File: config.mk
export PLATFORM = sky130hd
export DESIGN_NAME = phy_mgmt_control_regs
export DESIGN_NICKNAME = d
export VERILOG_FILES = /design/src/hdl/phy_mgmt_pkg.sv /design/src/hdl/mdio_frame.sv /design/src/hdl/chan_regs.sv /design/src/hdl/phy_mgmt_control_regs.sv
export SDC_FILE = /design/constraint.sdc
export NUM_CORES = 1
export LEC_CHECK = 0
export BUFFER_PORTS_ARGS = -buffer_cell sky130_fd_sc_hd__buf_2
export CORE_MARGIN = 2
export CORE_UTILIZATION = 44
export CTS_BUF_LIST = sky130_fd_sc_hd__clkbuf_8
export CTS_CLUSTER_DIAMETER = 40
export DETAILED_ROUTE_END_ITERATION = 12
export PLACE_DENSITY = 0.71
export SYNTH_ARGS = -nofsm -noshare
export SYNTH_HDL_FRONTEND = slang
export SYNTH_SLANG_ARGS = --single-unit
File: constraint.sdc
create_clock -name mclk -period 2.1 [get_ports mclk]
set_input_delay 0.525 -clock mclk [delete_from_list [all_inputs] [get_ports mclk]]
set_output_delay 0.525 -clock mclk [all_outputs]
set_load 0.01 [all_outputs]
File: src/hdl/phy_mgmt_pkg.sv
// Purpose: Shared constants and types for the per-channel management registers
// Assumes: Four channels, 16-bit registers, 5-bit register and PHY addresses
// Notes:   Every offset, bit position and reset value is named here once
package phy_mgmt_pkg;

    localparam int NCHAN = 4;

    // Register offsets
    localparam logic [4:0] REG_CONTROL   = 5'h00;
    localparam logic [4:0] REG_STATUS    = 5'h01;
    localparam logic [4:0] REG_ID_HIGH   = 5'h02;
    localparam logic [4:0] REG_ID_LOW    = 5'h03;
    localparam logic [4:0] REG_ADVERTISE = 5'h04;
    localparam logic [4:0] REG_PARTNER   = 5'h05;
    localparam logic [4:0] REG_EXPANSION = 5'h06;
    localparam logic [4:0] REG_NEXT_PAGE = 5'h07;
    localparam logic [4:0] REG_RSVD_LO   = 5'h08;
    localparam logic [4:0] REG_DEV_ONE   = 5'h1C;
    localparam logic [4:0] REG_DEV_TWO   = 5'h1D;
    localparam logic [4:0] REG_DEV_THREE = 5'h1E;
    localparam logic [4:0] REG_QUICK     = 5'h1F;

    // Control and status bit positions
    localparam int BIT_SOFT_RESET  = 15;
    localparam int BIT_LOOPBACK    = 14;
    localparam int BIT_SPEED       = 13;
    localparam int BIT_AN_ENABLE   = 12;
    localparam int BIT_POWER_DOWN  = 11;
    localparam int BIT_FLOAT       = 10;
    localparam int BIT_AN_RESTART  = 9;
    localparam int BIT_DUPLEX      = 8;
    localparam int BIT_COL_TEST    = 7;
    localparam int BIT_AN_COMPLETE = 5;

    // Reset values and the control write mask
    localparam logic [15:0] CONTROL_RST   = 16'h3000;
    localparam logic [15:0] CONTROL_WMASK = 16'h7F80;
    localparam logic [15:0] STATUS_RST    = 16'h7849;
    localparam logic [15:0] ADVERTISE_RST = 16'h01E1;
    localparam logic [15:0] NEXT_PAGE_RST = 16'h0000;
    localparam logic [15:0] DEV_TWO_RST   = 16'h1080;
    localparam logic [15:0] DEV_THREE_RST = 16'h0000;

    // Serial frame fields
    localparam logic [1:0] OP_READ   = 2'h2;
    localparam logic [1:0] OP_WRITE  = 2'h1;
    localparam logic [3:0] HDR_LAST  = 4'hB;
    localparam logic [3:0] TA_LAST   = 4'h1;
    localparam logic [3:0] DATA_LAST = 4'hF;

    typedef struct packed {
        logic        valid;
        logic        write;
        logic [4:0]  phy;
        logic [4:0]  register_address_field;
        logic [15:0] wdata;
    } req_t;

    typedef struct packed {
        logic speed;
        logic float_mode;
        logic duplex;
    } strap_t;

    typedef struct packed {
        logic loop_en;
        logic media_tx_en;
        logic media_rx_en;
        logic speed_select_bit;
        logic duplex_full;
        logic force_mode;
        logic an_enable;
        logic an_start;
        logic power_down;
        logic mii_out_en;
        logic col;
    } chan_cfg_t;

    // Registers that keep written values
    function automatic logic is_writable(input logic [4:0] a);
        return a == REG_CONTROL || a == REG_ADVERTISE || a == REG_NEXT_PAGE ||
               a == REG_DEV_TWO || a == REG_DEV_THREE;
    endfunction

endpackage

File: src/hdl/mdio_frame.sv
// Purpose: Serial management frame engine, sampled in the mclk domain
// Assumes: mdc and mdio_i synchronous to mclk, mdc far slower than mclk
// Notes:   Bits taken on mdc rise, read data driven after mdc fall
`timescale 1ns/1ps
`default_nettype none
module mdio_frame (
    input  wire logic               mclk,
    input  wire logic               resetn,
    input  wire logic               mdc,
    input  wire logic               mdio_i,
    input  wire logic               hit,
    input  wire logic [15:0]        rdata,
    output var  phy_mgmt_pkg::req_t req,
    output logic                    mdio_o,
    output logic                    mdio_oe
);
    import phy_mgmt_pkg::*;

    typedef enum logic [4:0] {
        S_IDLE  = 5'b00001,
        S_START = 5'b00010,
        S_HDR   = 5'b00100,
        S_TA    = 5'b01000,
        S_DATA  = 5'b10000
    } state_t;

    state_t      st_q, st_d;
    logic [3:0]  cnt_q, cnt_d;
    logic [11:0] hdr_q, hdr_d;
    logic [15:0] sh_q, sh_d;
    logic        rd_q, rd_d, mdc_q, o_d, oe_d;
    req_t        req_d;
    logic        rise, fall;

    assign rise = mdc & ~mdc_q;
    assign fall = ~mdc & mdc_q;

    // Frame sequencing; header and data are MSB first
    always_comb begin
        st_d = st_q;
        cnt_d = cnt_q;
        hdr_d = hdr_q;
        sh_d = sh_q;
        rd_d = rd_q;
        o_d = mdio_o;
        oe_d = mdio_oe;
        req_d = req;
        req_d.valid = 1'b0;
        if (rise) begin
            unique case (st_q)
                S_IDLE: if (!mdio_i) st_d = S_START;
                S_START: begin
                    st_d = mdio_i ? S_HDR : S_IDLE;
                    cnt_d = 4'h0;
                end
                S_HDR: begin
                    hdr_d = {hdr_q[10:0], mdio_i};
                    cnt_d = cnt_q + 4'h1;
                    if (cnt_q == HDR_LAST) begin
                        cnt_d = 4'h0;
                        st_d = S_TA;
                        rd_d = hdr_d[11:10] == OP_READ;
                        if (hdr_d[11:10] != OP_READ && hdr_d[11:10] != OP_WRITE) begin
                            st_d = S_IDLE;
                        end
                        req_d.phy = hdr_d[9:5];
                        req_d.register_address_field = hdr_d[4:0];
                        req_d.write = 1'b0;
                        req_d.valid = rd_d;
                    end
                end
                S_TA: begin
                    cnt_d = cnt_q + 4'h1;
                    if (cnt_q == TA_LAST) begin
                        cnt_d = 4'h0;
                        st_d = S_DATA;
                    end
                end
                S_DATA: begin
                    if (!rd_q) sh_d = {sh_q[14:0], mdio_i};
                    cnt_d = cnt_q + 4'h1;
                    if (cnt_q == DATA_LAST) begin
                        st_d = S_IDLE;
                        if (!rd_q) begin
                            req_d.valid = 1'b1;
                            req_d.write = 1'b1;
                            req_d.wdata = sh_d;
                        end
                    end
                end
                default: st_d = S_IDLE;
            endcase
        end else if (fall) begin
            // Drive only for a matching read; a foreign address stays silent
            if (st_q == S_TA && rd_q && cnt_q == TA_LAST) begin
                oe_d = hit;
                o_d = 1'b0;
                sh_d = rdata;
            end else if (st_q == S_DATA && rd_q) begin
                o_d = sh_q[15];
                sh_d = {sh_q[14:0], 1'b0};
            end else if (st_q == S_IDLE) begin
                oe_d = 1'b0;
                o_d = 1'b1;
            end
        end
    end

    // State registers
    always_ff @(posedge mclk) begin
        if (!resetn) begin
            st_q <= S_IDLE;
            cnt_q <= 4'h0;
            hdr_q <= 12'h000;
            sh_q <= 16'h0000;
            rd_q <= 1'b0;
            mdc_q <= 1'b0;
            req <= '0;
            mdio_o <= 1'b1;
            mdio_oe <= 1'b0;
        end else begin
            st_q <= st_d;
            cnt_q <= cnt_d;
            hdr_q <= hdr_d;
            sh_q <= sh_d;
            rd_q <= rd_d;
            mdc_q <= mdc;
            req <= req_d;
            mdio_o <= o_d;
            mdio_oe <= oe_d;
        end
    end
endmodule
`default_nettype wire

File: src/hdl/chan_regs.sv
// Purpose: One channel's register copy and its mode outputs
// Assumes: Write strobe is one mclk cycle, already decoded to this channel
// Notes:   Straps are merged whenever reset or soft reset is active
`timescale 1ns/1ps
`default_nettype none
module chan_regs #(
    parameter logic [15:0] ID_HIGH = 16'h0000,
    parameter logic [15:0] ID_LOW  = 16'h0000
) (
    input  wire logic                      mclk,
    input  wire logic                      resetn,
    input  wire logic                      clr,
    input  wire phy_mgmt_pkg::strap_t      strap,
    input  wire logic                      wr_en,
    input  wire logic [4:0]                register_address_field,
    input  wire logic [15:0]               wdata,
    input  wire logic                      an_done,
    input  wire logic                      tx_en,
    output logic [15:0]                    rdata,
    output var  phy_mgmt_pkg::chan_cfg_t   cfg
);
    import phy_mgmt_pkg::*;

    logic [15:0] ctrl_q, ctrl_d, adv_q, adv_d, np_q, np_d;
    logic [15:0] dev2_q, dev2_d, dev3_q, dev3_d;
    logic        done_q, done_d, pend_q, pend_d;
    chan_cfg_t   cfg_d;

    // Register updates, defaults, strap merge and self-clearing bits
    always_comb begin
        ctrl_d = ctrl_q;
        adv_d = adv_q;
        np_d = np_q;
        dev2_d = dev2_q;
        dev3_d = dev3_q;
        done_d = done_q;
        pend_d = pend_q;
        cfg_d = '0;
        if (!resetn || clr) begin
            ctrl_d = CONTROL_RST;
            ctrl_d[BIT_SPEED] = CONTROL_RST[BIT_SPEED] & strap.speed;
            ctrl_d[BIT_FLOAT] = CONTROL_RST[BIT_FLOAT] | strap.float_mode;
            ctrl_d[BIT_DUPLEX] = CONTROL_RST[BIT_DUPLEX] | strap.duplex;
            adv_d = ADVERTISE_RST;
            np_d = NEXT_PAGE_RST;
            dev2_d = DEV_TWO_RST;
            dev3_d = DEV_THREE_RST;
            done_d = 1'b0;
            pend_d = 1'b1;
        end else begin
            // Restart bit and powerup start both drop once the start fires
            ctrl_d[BIT_AN_RESTART] = 1'b0;
            pend_d = 1'b0;
            if (an_done) done_d = 1'b1;
            if (wr_en) begin
                // Read-only bits and reserved registers ignore writes
                unique case (register_address_field)
                    REG_CONTROL: begin
                        ctrl_d = wdata & CONTROL_WMASK;
                        if (wdata[BIT_AN_RESTART]) done_d = 1'b0;
                    end
                    REG_ADVERTISE: adv_d = wdata;
                    REG_NEXT_PAGE: np_d = wdata;
                    REG_DEV_TWO:   dev2_d = wdata;
                    REG_DEV_THREE: dev3_d = wdata;
                    default: ;
                endcase
            end
            cfg_d.loop_en = ctrl_q[BIT_LOOPBACK];
            cfg_d.media_tx_en = !ctrl_q[BIT_LOOPBACK] && !ctrl_q[BIT_POWER_DOWN];
            cfg_d.media_rx_en = !ctrl_q[BIT_LOOPBACK] && !ctrl_q[BIT_POWER_DOWN];
            cfg_d.speed_select_bit = ctrl_q[BIT_SPEED];
            cfg_d.duplex_full = ctrl_q[BIT_DUPLEX];
            cfg_d.force_mode = !ctrl_q[BIT_AN_ENABLE];
            cfg_d.an_enable = ctrl_q[BIT_AN_ENABLE];
            cfg_d.an_start = ctrl_q[BIT_AN_RESTART] | pend_q;
            cfg_d.power_down = ctrl_q[BIT_POWER_DOWN];
            cfg_d.mii_out_en = !ctrl_q[BIT_FLOAT];
            cfg_d.col = ctrl_q[BIT_COL_TEST] & tx_en;
        end
    end

    // Read view; bit 15 and bits 6:0 of control never hold ones
    always_comb begin
        rdata = 16'h0000;
        unique case (register_address_field)
            REG_CONTROL:   rdata = ctrl_q;
            REG_STATUS: begin
                rdata = STATUS_RST;
                rdata[BIT_AN_COMPLETE] = done_q;
            end
            REG_ID_HIGH:   rdata = ID_HIGH;
            REG_ID_LOW:    rdata = ID_LOW;
            REG_ADVERTISE: rdata = adv_q;
            REG_NEXT_PAGE: rdata = np_q;
            REG_DEV_TWO:   rdata = dev2_q;
            REG_DEV_THREE: rdata = dev3_q;
            default:       rdata = 16'h0000;
        endcase
    end

    // State registers
    always_ff @(posedge mclk) begin
        ctrl_q <= ctrl_d;
        adv_q <= adv_d;
        np_q <= np_d;
        dev2_q <= dev2_d;
        dev3_q <= dev3_d;
        done_q <= done_d;
        pend_q <= pend_d;
        cfg <= cfg_d;
    end
endmodule
`default_nettype wire

File: src/hdl/phy_mgmt_control_regs.sv
// Purpose: Four-channel management register set behind the serial port
// Assumes: mdc, mdio_i, straps and tx_en synchronous to mclk
// Notes:   Channel selected by the low PHY address bits
//
// Notes on behaviour
// - Soft reset bit resets all channels, self-clears
// - Loopback stops media transmit and receive
// - Loopback path stops short of media sublayer
// - Speed bit applies only without autonegotiation
// - Speed bit loads default AND speed strap
// - Autonegotiation enable defaults to one
// - Powerdown stops transceivers, management still works
// - Isolate bit floats all MII outputs
// - Isolate bit loads default OR float strap
// - Autonegotiation starts by itself at powerup
// - Restart bit starts negotiation, clears complete flag
// - Duplex bit applies only without autonegotiation
// - Duplex bit loads default OR duplex strap
// - Collision test echoes transmit enable on collision
// - Control bits 6 to 0 read zero
// - Upper address bits match base, low pick channel
// - Five-bit register address, 16-bit data, MSB first
`timescale 1ns/1ps
`default_nettype none
module phy_mgmt_control_regs #(
    parameter logic [2:0]  PHY_BASE = 3'h0,
    parameter logic [15:0] ID_HIGH  = 16'h0A5A, // Arbitrary identity value
    parameter logic [15:0] ID_LOW   = 16'h5A00  // Arbitrary identity value
) (
    input  wire logic                                           mclk,
    input  wire logic                                           resetn,
    input  wire logic                                           mdc,
    input  wire logic                                           mdio_i,
    output logic                                                mdio_o,
    output logic                                                mdio_oe,
    input  wire logic                                           speed_strap_pin_d,
    input  wire logic                                           float_strap_pin_a,
    input  wire logic                                           duplex_strap_pin_d,
    input  wire logic [phy_mgmt_pkg::NCHAN-1:0]                 tx_en,
    input  wire logic [phy_mgmt_pkg::NCHAN-1:0]                 an_done,
    output var  phy_mgmt_pkg::chan_cfg_t [phy_mgmt_pkg::NCHAN-1:0] cfg
);
    import phy_mgmt_pkg::*;

    req_t        req;
    strap_t      strap;
    logic        hit;
    logic [1:0]  chan;
    logic [15:0] rdata_c [NCHAN];
    logic [NCHAN-1:0] wr_en;
    logic [15:0] rd_q, rd_d;
    logic        soft_q, soft_d;

    // Serial frame engine
    mdio_frame u_frame (
        .mclk    (mclk),
        .resetn  (resetn),
        .mdc     (mdc),
        .mdio_i  (mdio_i),
        .hit     (hit),
        .rdata   (rd_q),
        .req     (req),
        .mdio_o  (mdio_o),
        .mdio_oe (mdio_oe)
    );

    // Address match; channel copy chosen by the two low bits
    assign hit = req.phy[4:2] == PHY_BASE;
    assign chan = req.phy[1:0];
    assign strap = '{speed: speed_strap_pin_d, float_mode: float_strap_pin_a,
                     duplex: duplex_strap_pin_d};

    // One register copy per channel
    for (genvar i = 0; i < NCHAN; i++) begin : g_chan
        // Powerdown does not gate the strobe, so management keeps working
        assign wr_en[i] = req.valid && req.write && hit && chan == 2'(i);
        chan_regs #(
            .ID_HIGH (ID_HIGH),
            .ID_LOW  (ID_LOW)
        ) u_chan (
            .mclk    (mclk),
            .resetn  (resetn),
            .clr     (soft_q),
            .strap   (strap),
            .wr_en   (wr_en[i]),
            .register_address_field   (req.register_address_field),
            .wdata   (req.wdata),
            .an_done (an_done[i]),
            .tx_en   (tx_en[i]),
            .rdata   (rdata_c[i]),
            .cfg     (cfg[i])
        );
    end

    // Read capture and soft reset request; soft reset hits every channel
    always_comb begin
        rd_d = rd_q;
        soft_d = req.valid && req.write && hit && req.register_address_field == REG_CONTROL &&
                 req.wdata[BIT_SOFT_RESET];
        if (req.valid && !req.write) begin
            rd_d = hit ? rdata_c[chan] : 16'h0000;
        end
    end

    // State registers
    always_ff @(posedge mclk) begin
        if (!resetn) begin
            rd_q <= 16'h0000;
            soft_q <= 1'b0;
        end else begin
            rd_q <= rd_d;
            soft_q <= soft_d;
        end
    end

    // Helper strobes for the checks below; only the control write strobe is channel A
    logic wr_ctrl0, rd_ctrl, rd_rsvd;
    assign wr_ctrl0 = wr_en[0] && req.register_address_field == REG_CONTROL && !req.wdata[BIT_SOFT_RESET];
    assign rd_ctrl = req.valid && !req.write && hit && req.register_address_field == REG_CONTROL;
    assign rd_rsvd = req.valid && !req.write && req.register_address_field == REG_RSVD_LO;

    soft_reset_a: assert property (
        @(posedge mclk) disable iff (!resetn)
        (req.valid && req.write && hit && req.register_address_field == REG_CONTROL &&
         req.wdata[BIT_SOFT_RESET] && req.wdata[BIT_LOOPBACK] && !req.wdata[BIT_AN_ENABLE])
        |-> ##3 (cfg[3].an_enable && cfg[0].an_enable && !cfg[chan].loop_en)
    ) else $error("soft reset did not restore defaults");

    loop_media_a: assert property (
        @(posedge mclk) disable iff (!resetn)
        cfg[0].loop_en |-> (!cfg[0].media_tx_en && !cfg[0].media_rx_en)
    ) else $error("media active during loopback");

    loop_path_a: assert property (
        @(posedge mclk) disable iff (!resetn)
        (wr_ctrl0 && req.wdata[BIT_LOOPBACK]) |-> ##2 cfg[0].loop_en
    ) else $error("loopback not entered after write");

    speed_force_a: assert property (
        @(posedge mclk) disable iff (!resetn)
        (wr_ctrl0 && !req.wdata[BIT_AN_ENABLE]) |->
        ##2 (cfg[0].force_mode && cfg[0].speed_select_bit == $past(req.wdata[BIT_SPEED], 2))
    ) else $error("forced speed not applied");

    speed_strap_a: assert property (
        @(posedge mclk) disable iff (!resetn)
        $rose(resetn) |=> cfg[0].speed_select_bit == $past(speed_strap_pin_d, 2)
    ) else $error("speed strap not merged at reset");

    an_default_a: assert property (
        @(posedge mclk) disable iff (!resetn)
        $rose(resetn) |=> (cfg[1].an_enable && !cfg[1].force_mode)
    ) else $error("autonegotiation not enabled after reset");

    power_down_a: assert property (
        @(posedge mclk) disable iff (!resetn)
        cfg[0].power_down |-> !cfg[0].media_tx_en
    ) else $error("transmit active in powerdown");

    float_strap_a: assert property (
        @(posedge mclk) disable iff (!resetn)
        $rose(resetn) |=> cfg[2].mii_out_en == !$past(float_strap_pin_a, 2)
    ) else $error("float strap not merged at reset");

    powerup_start_a: assert property (
        @(posedge mclk) disable iff (!resetn)
        $rose(resetn) |=> cfg[0].an_start ##1 !cfg[0].an_start
    ) else $error("no single start pulse after reset");

    restart_a: assert property (
        @(posedge mclk) disable iff (!resetn)
        (wr_ctrl0 && req.wdata[BIT_AN_RESTART]) |-> ##2 cfg[0].an_start ##1 !cfg[0].an_start
    ) else $error("restart did not pulse once");

    duplex_strap_a: assert property (
        @(posedge mclk) disable iff (!resetn)
        $rose(resetn) |=> cfg[3].duplex_full == $past(duplex_strap_pin_d, 2)
    ) else $error("duplex strap not merged at reset");

    col_test_a: assert property (
        @(posedge mclk) disable iff (!resetn)
        cfg[0].col |-> $past(tx_en[0])
    ) else $error("collision without transmit enable");

    ctrl_rsvd_a: assert property (
        @(posedge mclk) disable iff (!resetn)
        rd_ctrl |=> (rd_q[6:0] == 7'h00 && !rd_q[BIT_SOFT_RESET])
    ) else $error("reserved control bits read nonzero");

    foreign_addr_a: assert property (
        @(posedge mclk) disable iff (!resetn)
        (req.valid && !req.write && !hit) |=> rd_q == 16'h0000
    ) else $error("foreign address returned data");

    rsvd_read_a: assert property (
        @(posedge mclk) disable iff (!resetn)
        rd_rsvd |=> rd_q == 16'h0000
    ) else $error("reserved register read nonzero");

endmodule
`default_nettype wire

==> out/summary.txt <==
Status = complete, but fails checks
Violated checks = setup timing
Starting Density = 44.7%
Worst-path clk slew = 70 ps
Worst setup SP type = register
Reg-to-Reg Start = u_frame.req[16]$_SDFFE_PN0P_
Synthesized flop and latch total = 418
Commonest register cell after synthesis = dfxtp_1
Inserted Clock Buffers = 72
Setup crit end kind = register
CTS tree = yes
Async S/R FF share, synth = 0%
Sequential share of the synthesized area = 49.0%
Final ANT Viol Nets = 0
Routability cong. = 0.928
Placed inst area = 19,000 um^2
CTS Buffer Depth = 3
Count of final hold-check violations = 0
Power density over the cells = 768 nW/um^2
I/O pin count = 61
Max incr delay on CP = 510 ps
Reg2Reg Capture Point = rd_q[12]$_SDFFE_PN0P_
Hold path cells = 2
Vias per cell = 5.86
Core area = 38,700 um^2
EDFF count, synth = 12
CP Cell Sequence = buf_6 -> and2b_2 -> and2_4 -> buf_8 -> a222oi_1 -> nand2_1 -> a21oi_2 -> nor4_2
Clk_skew = 31.6 ps
Synth Net Count = 2,172
Total Wirelength = 58.3 mm
Num rows = 72
Worst Tran Pin Value = 738 ps
Post-Syn Area per Cell = 8.05 um^2
R2R setup slack = -30 ps
GRT overflow = 0
CP Class = reg2reg
Fin cells = 2,858
Min-Delay Path Class = in2reg
Die area = 41,000 um^2
Design area = 20,800 um^2
P_leak = 0.00762 uW
Filler Cell Count = 3,510
RSZ-0062 raised after global routing = yes
Setup violators final = 2
PortBufs = 60
Max cap viols = 0
Tmin final = 2130 ps
Vias in the first global route = 15,900
Worst EP required = 2580 ps
Hold_ws = 148 ps
Placed cell count = 2,718
Slew headroom = 50.7%
Largest net degree at the start of global routing = 77
Setup TNS = -28.2 ps
CP max-delay cell = a222oi_1
CP max FO = 5
P&R area growth vs syn = 20.1%
Final Power = 16,000 uW
All-Layer GR Usage = 27.9%
CTS HTree Levels = 3
Starting DRT DRC Count = 2,463
Drt pass-1 iters = 9
Setup ws final = -27.1 ps
Mapped cell area = 17,300 um^2
Hold Path Sink = g_chan[2].u_chan.cfg[0]$_SDFF_PN0_
Clock sink count = 418
Post-synth cell types = 81
# DRC = 0
Fin nets = 2,308
DR WL/cell = 20.4 um
Hold buffer count at cts = 0
Clk Latency, worst-skew pair = 620 ps
DR vias = 16,700
CTS Root Buffer Type = clkbuf_8
Die W = 202 um
Fmax achieved = 0.470 GHz
Worst-case reg-to-reg path depth = 8
Proportion of layout cells with a drive suffix above 1 = 19.7%
First-pass GRT wire length = 90.5 mm
Ys Warns = 0
Final Max Slew Viols = 0
CP bufs+invs = 2
DIE HEIGHT = 202 um
Initial antenna violation count = 0
Final worst path period share = 101%
Critical path arrival = 2610 ps
IR Drop Worst-Case VDD = 0.374 mV
Worst hold start = tx_en[2]
Stages on the worst setup path = 8
Post-Synthesis Cells = 2,154
Crit path max-delay family = compound AO/OA/AOI/OAI gates
Antenna cells = 0
Post-DP HPWL = 39.0 mm
-- cell families (layout without fill, tap and decap cells) --
logic type / Yosys count / in the layout / share of synthesized area [%]
buffers and inverters: 188 / 373 / 5.29
and+or+nand+nor: 963 / 964 / 24.9
adders and majority gates: 3 / 3 / 0.217
muxes: 31 / 31 / 1.83
AOI/OAI and AO/OA: 550 / 550 / 18.8
DFF: 418 / 418 / 49.0
xor gates and xnor gates: 1 / 1 / 0.0505
-- area by class of cell --
cell class | instances | area, um^2 | area share [%]
clock buffers | 91 | 1250 | 6.02
well taps | 518 | 648 | 3.11
multi-input cells | 1549 | 8070 | 38.8
inverters | 4 | 22.5 | 0.108
clock inverters | 33 | 225 | 1.08
repair buffers | 245 | 2100 | 10.1
flip-flops and latches | 418 | 8500 | 40.8
-- placed cells by master (no fill, tap or decap), types with 14 or more instances in the layout --
| cell type | netlist | final |
|---|---|---|
| nand3_1 | 59 | 58 |
| a22oi_1 | 60 | 56 |
| buf_2 | 51 | 60 |
| mux2i_1 | 25 | 25 |
| a222oi_1 | 19 | 19 |
| o21ai_0 | 59 | 56 |
| or3_1 | 16 | 16 |
| inv_1 | 2 | 17 |
| nand2_1 | 666 | 666 |
| clkbuf_8 | 0 | 91 |
| dfxtp_1 | 406 | 395 |
| o21ai_1 | 11 | 14 |
| nor2_1 | 75 | 73 |
| or4b_2 | 15 | 15 |
| buf_12 | 0 | 28 |
| buf_4 | 11 | 147 |
| and2_1 | 30 | 27 |
| a21oi_1 | 331 | 325 |
-- through the flow --
| stage | setup WS, ps | utilization, % |
|---|---|---|
| final | -27.1 | 53.7 |
| after global placement | 6.75 | 49.1 |
| after floorplan | 87.2 | - |
| after detailed placement | -47.7 | 49.1 |
| after CTS | 11.7 | 53.1 |
| after global routing | -49.0 | 53.7 |
-- state kept, by name, summed over array words and instances, names as in the netlist, 4 cells and up --
signal / flops
g_chan.u_chan.np_q: 64
g_chan.u_chan.done_q: 4
u_frame.req: 28
u_frame.st_q: 5
g_chan.u_chan.ctrl_q: 32
u_frame.cnt_q: 4
u_frame.sh_q: 16
g_chan.u_chan.dev2_q: 64
rd_q: 16
g_chan.u_chan.cfg: 40
g_chan.u_chan.adv_q: 64
g_chan.u_chan.dev3_q: 64
u_frame.hdr_q: 11
-- worst register-to-register path, stage by stage, from the launching register on --
cell and delay (ps):
dfxtp_4 360, buf_6 120, and2b_2 200, and2_4 200, buf_8 160, a222oi_1 520, nand2_1 190, a21oi_2 180
nor4_2 60
-- layer usage --
metal	GRT usage [%]	vias to the layer above	wire length (um)
met4	13.0	0	2470
met1	36.9	7919	23100
met5	0	-	0
met3	5.14	181	6300
li1	-	7653	-
met2	44.3	993	26400
-- cells in the mapped netlist, drive strengths merged (13+ instances only) --
library cell    n  share of area (%)
o21ai          70                2.0
a222oi         19                1.1
dfxtp         406                 47
and2           32                1.2
nor2           93                2.5
buf            77                2.9
or3            16               0.58
a22oi          60                2.6
or4b           16               0.92
clkbuf        107                2.3
nand2         671                 15
nand4          13               0.47
nand3          60                1.8
mux2i          25                1.4
a21oi         332                9.7
-- where the power goes --
group          switching, uW  leakage [uW]  internal (uW)
combinational            245       0.00340            114
clock                   3410      0.000812           4160
sequential              41.9       0.00341           8020
-- timing repair --
item / in CTS / in global routing
setup endpoints to repair: 8 / 110
gates resized for setup: 9 / 44
gates cloned: 1 / 1
pin swaps: 4 / 21
buffers inserted: 7 / 8
-- how the worst max path moves through the flow --
stage | startpoint | endpoint | slack [ps]
after floorplan | mdc | u_frame.req[14]$_SDFFE_PN0P_ | 90
after global placement | u_frame.req[20]$_SDFFE_PN0P_ | rd_q[9]$_SDFFE_PN0P_ | 7
after detailed placement | u_frame.req[20]$_SDFFE_PN0P_ | rd_q[9]$_SDFFE_PN0P_ | -50
after CTS | u_frame.req[16]$_SDFFE_PN0P_ | rd_q[8]$_SDFFE_PN0P_ | 10
after global routing | u_frame.req[16]$_SDFFE_PN0P_ | rd_q[12]$_SDFFE_PN0P_ | -50
final | u_frame.req[16]$_SDFFE_PN0P_ | rd_q[12]$_SDFFE_PN0P_ | -30
Power figures use the tool's default switching activity.
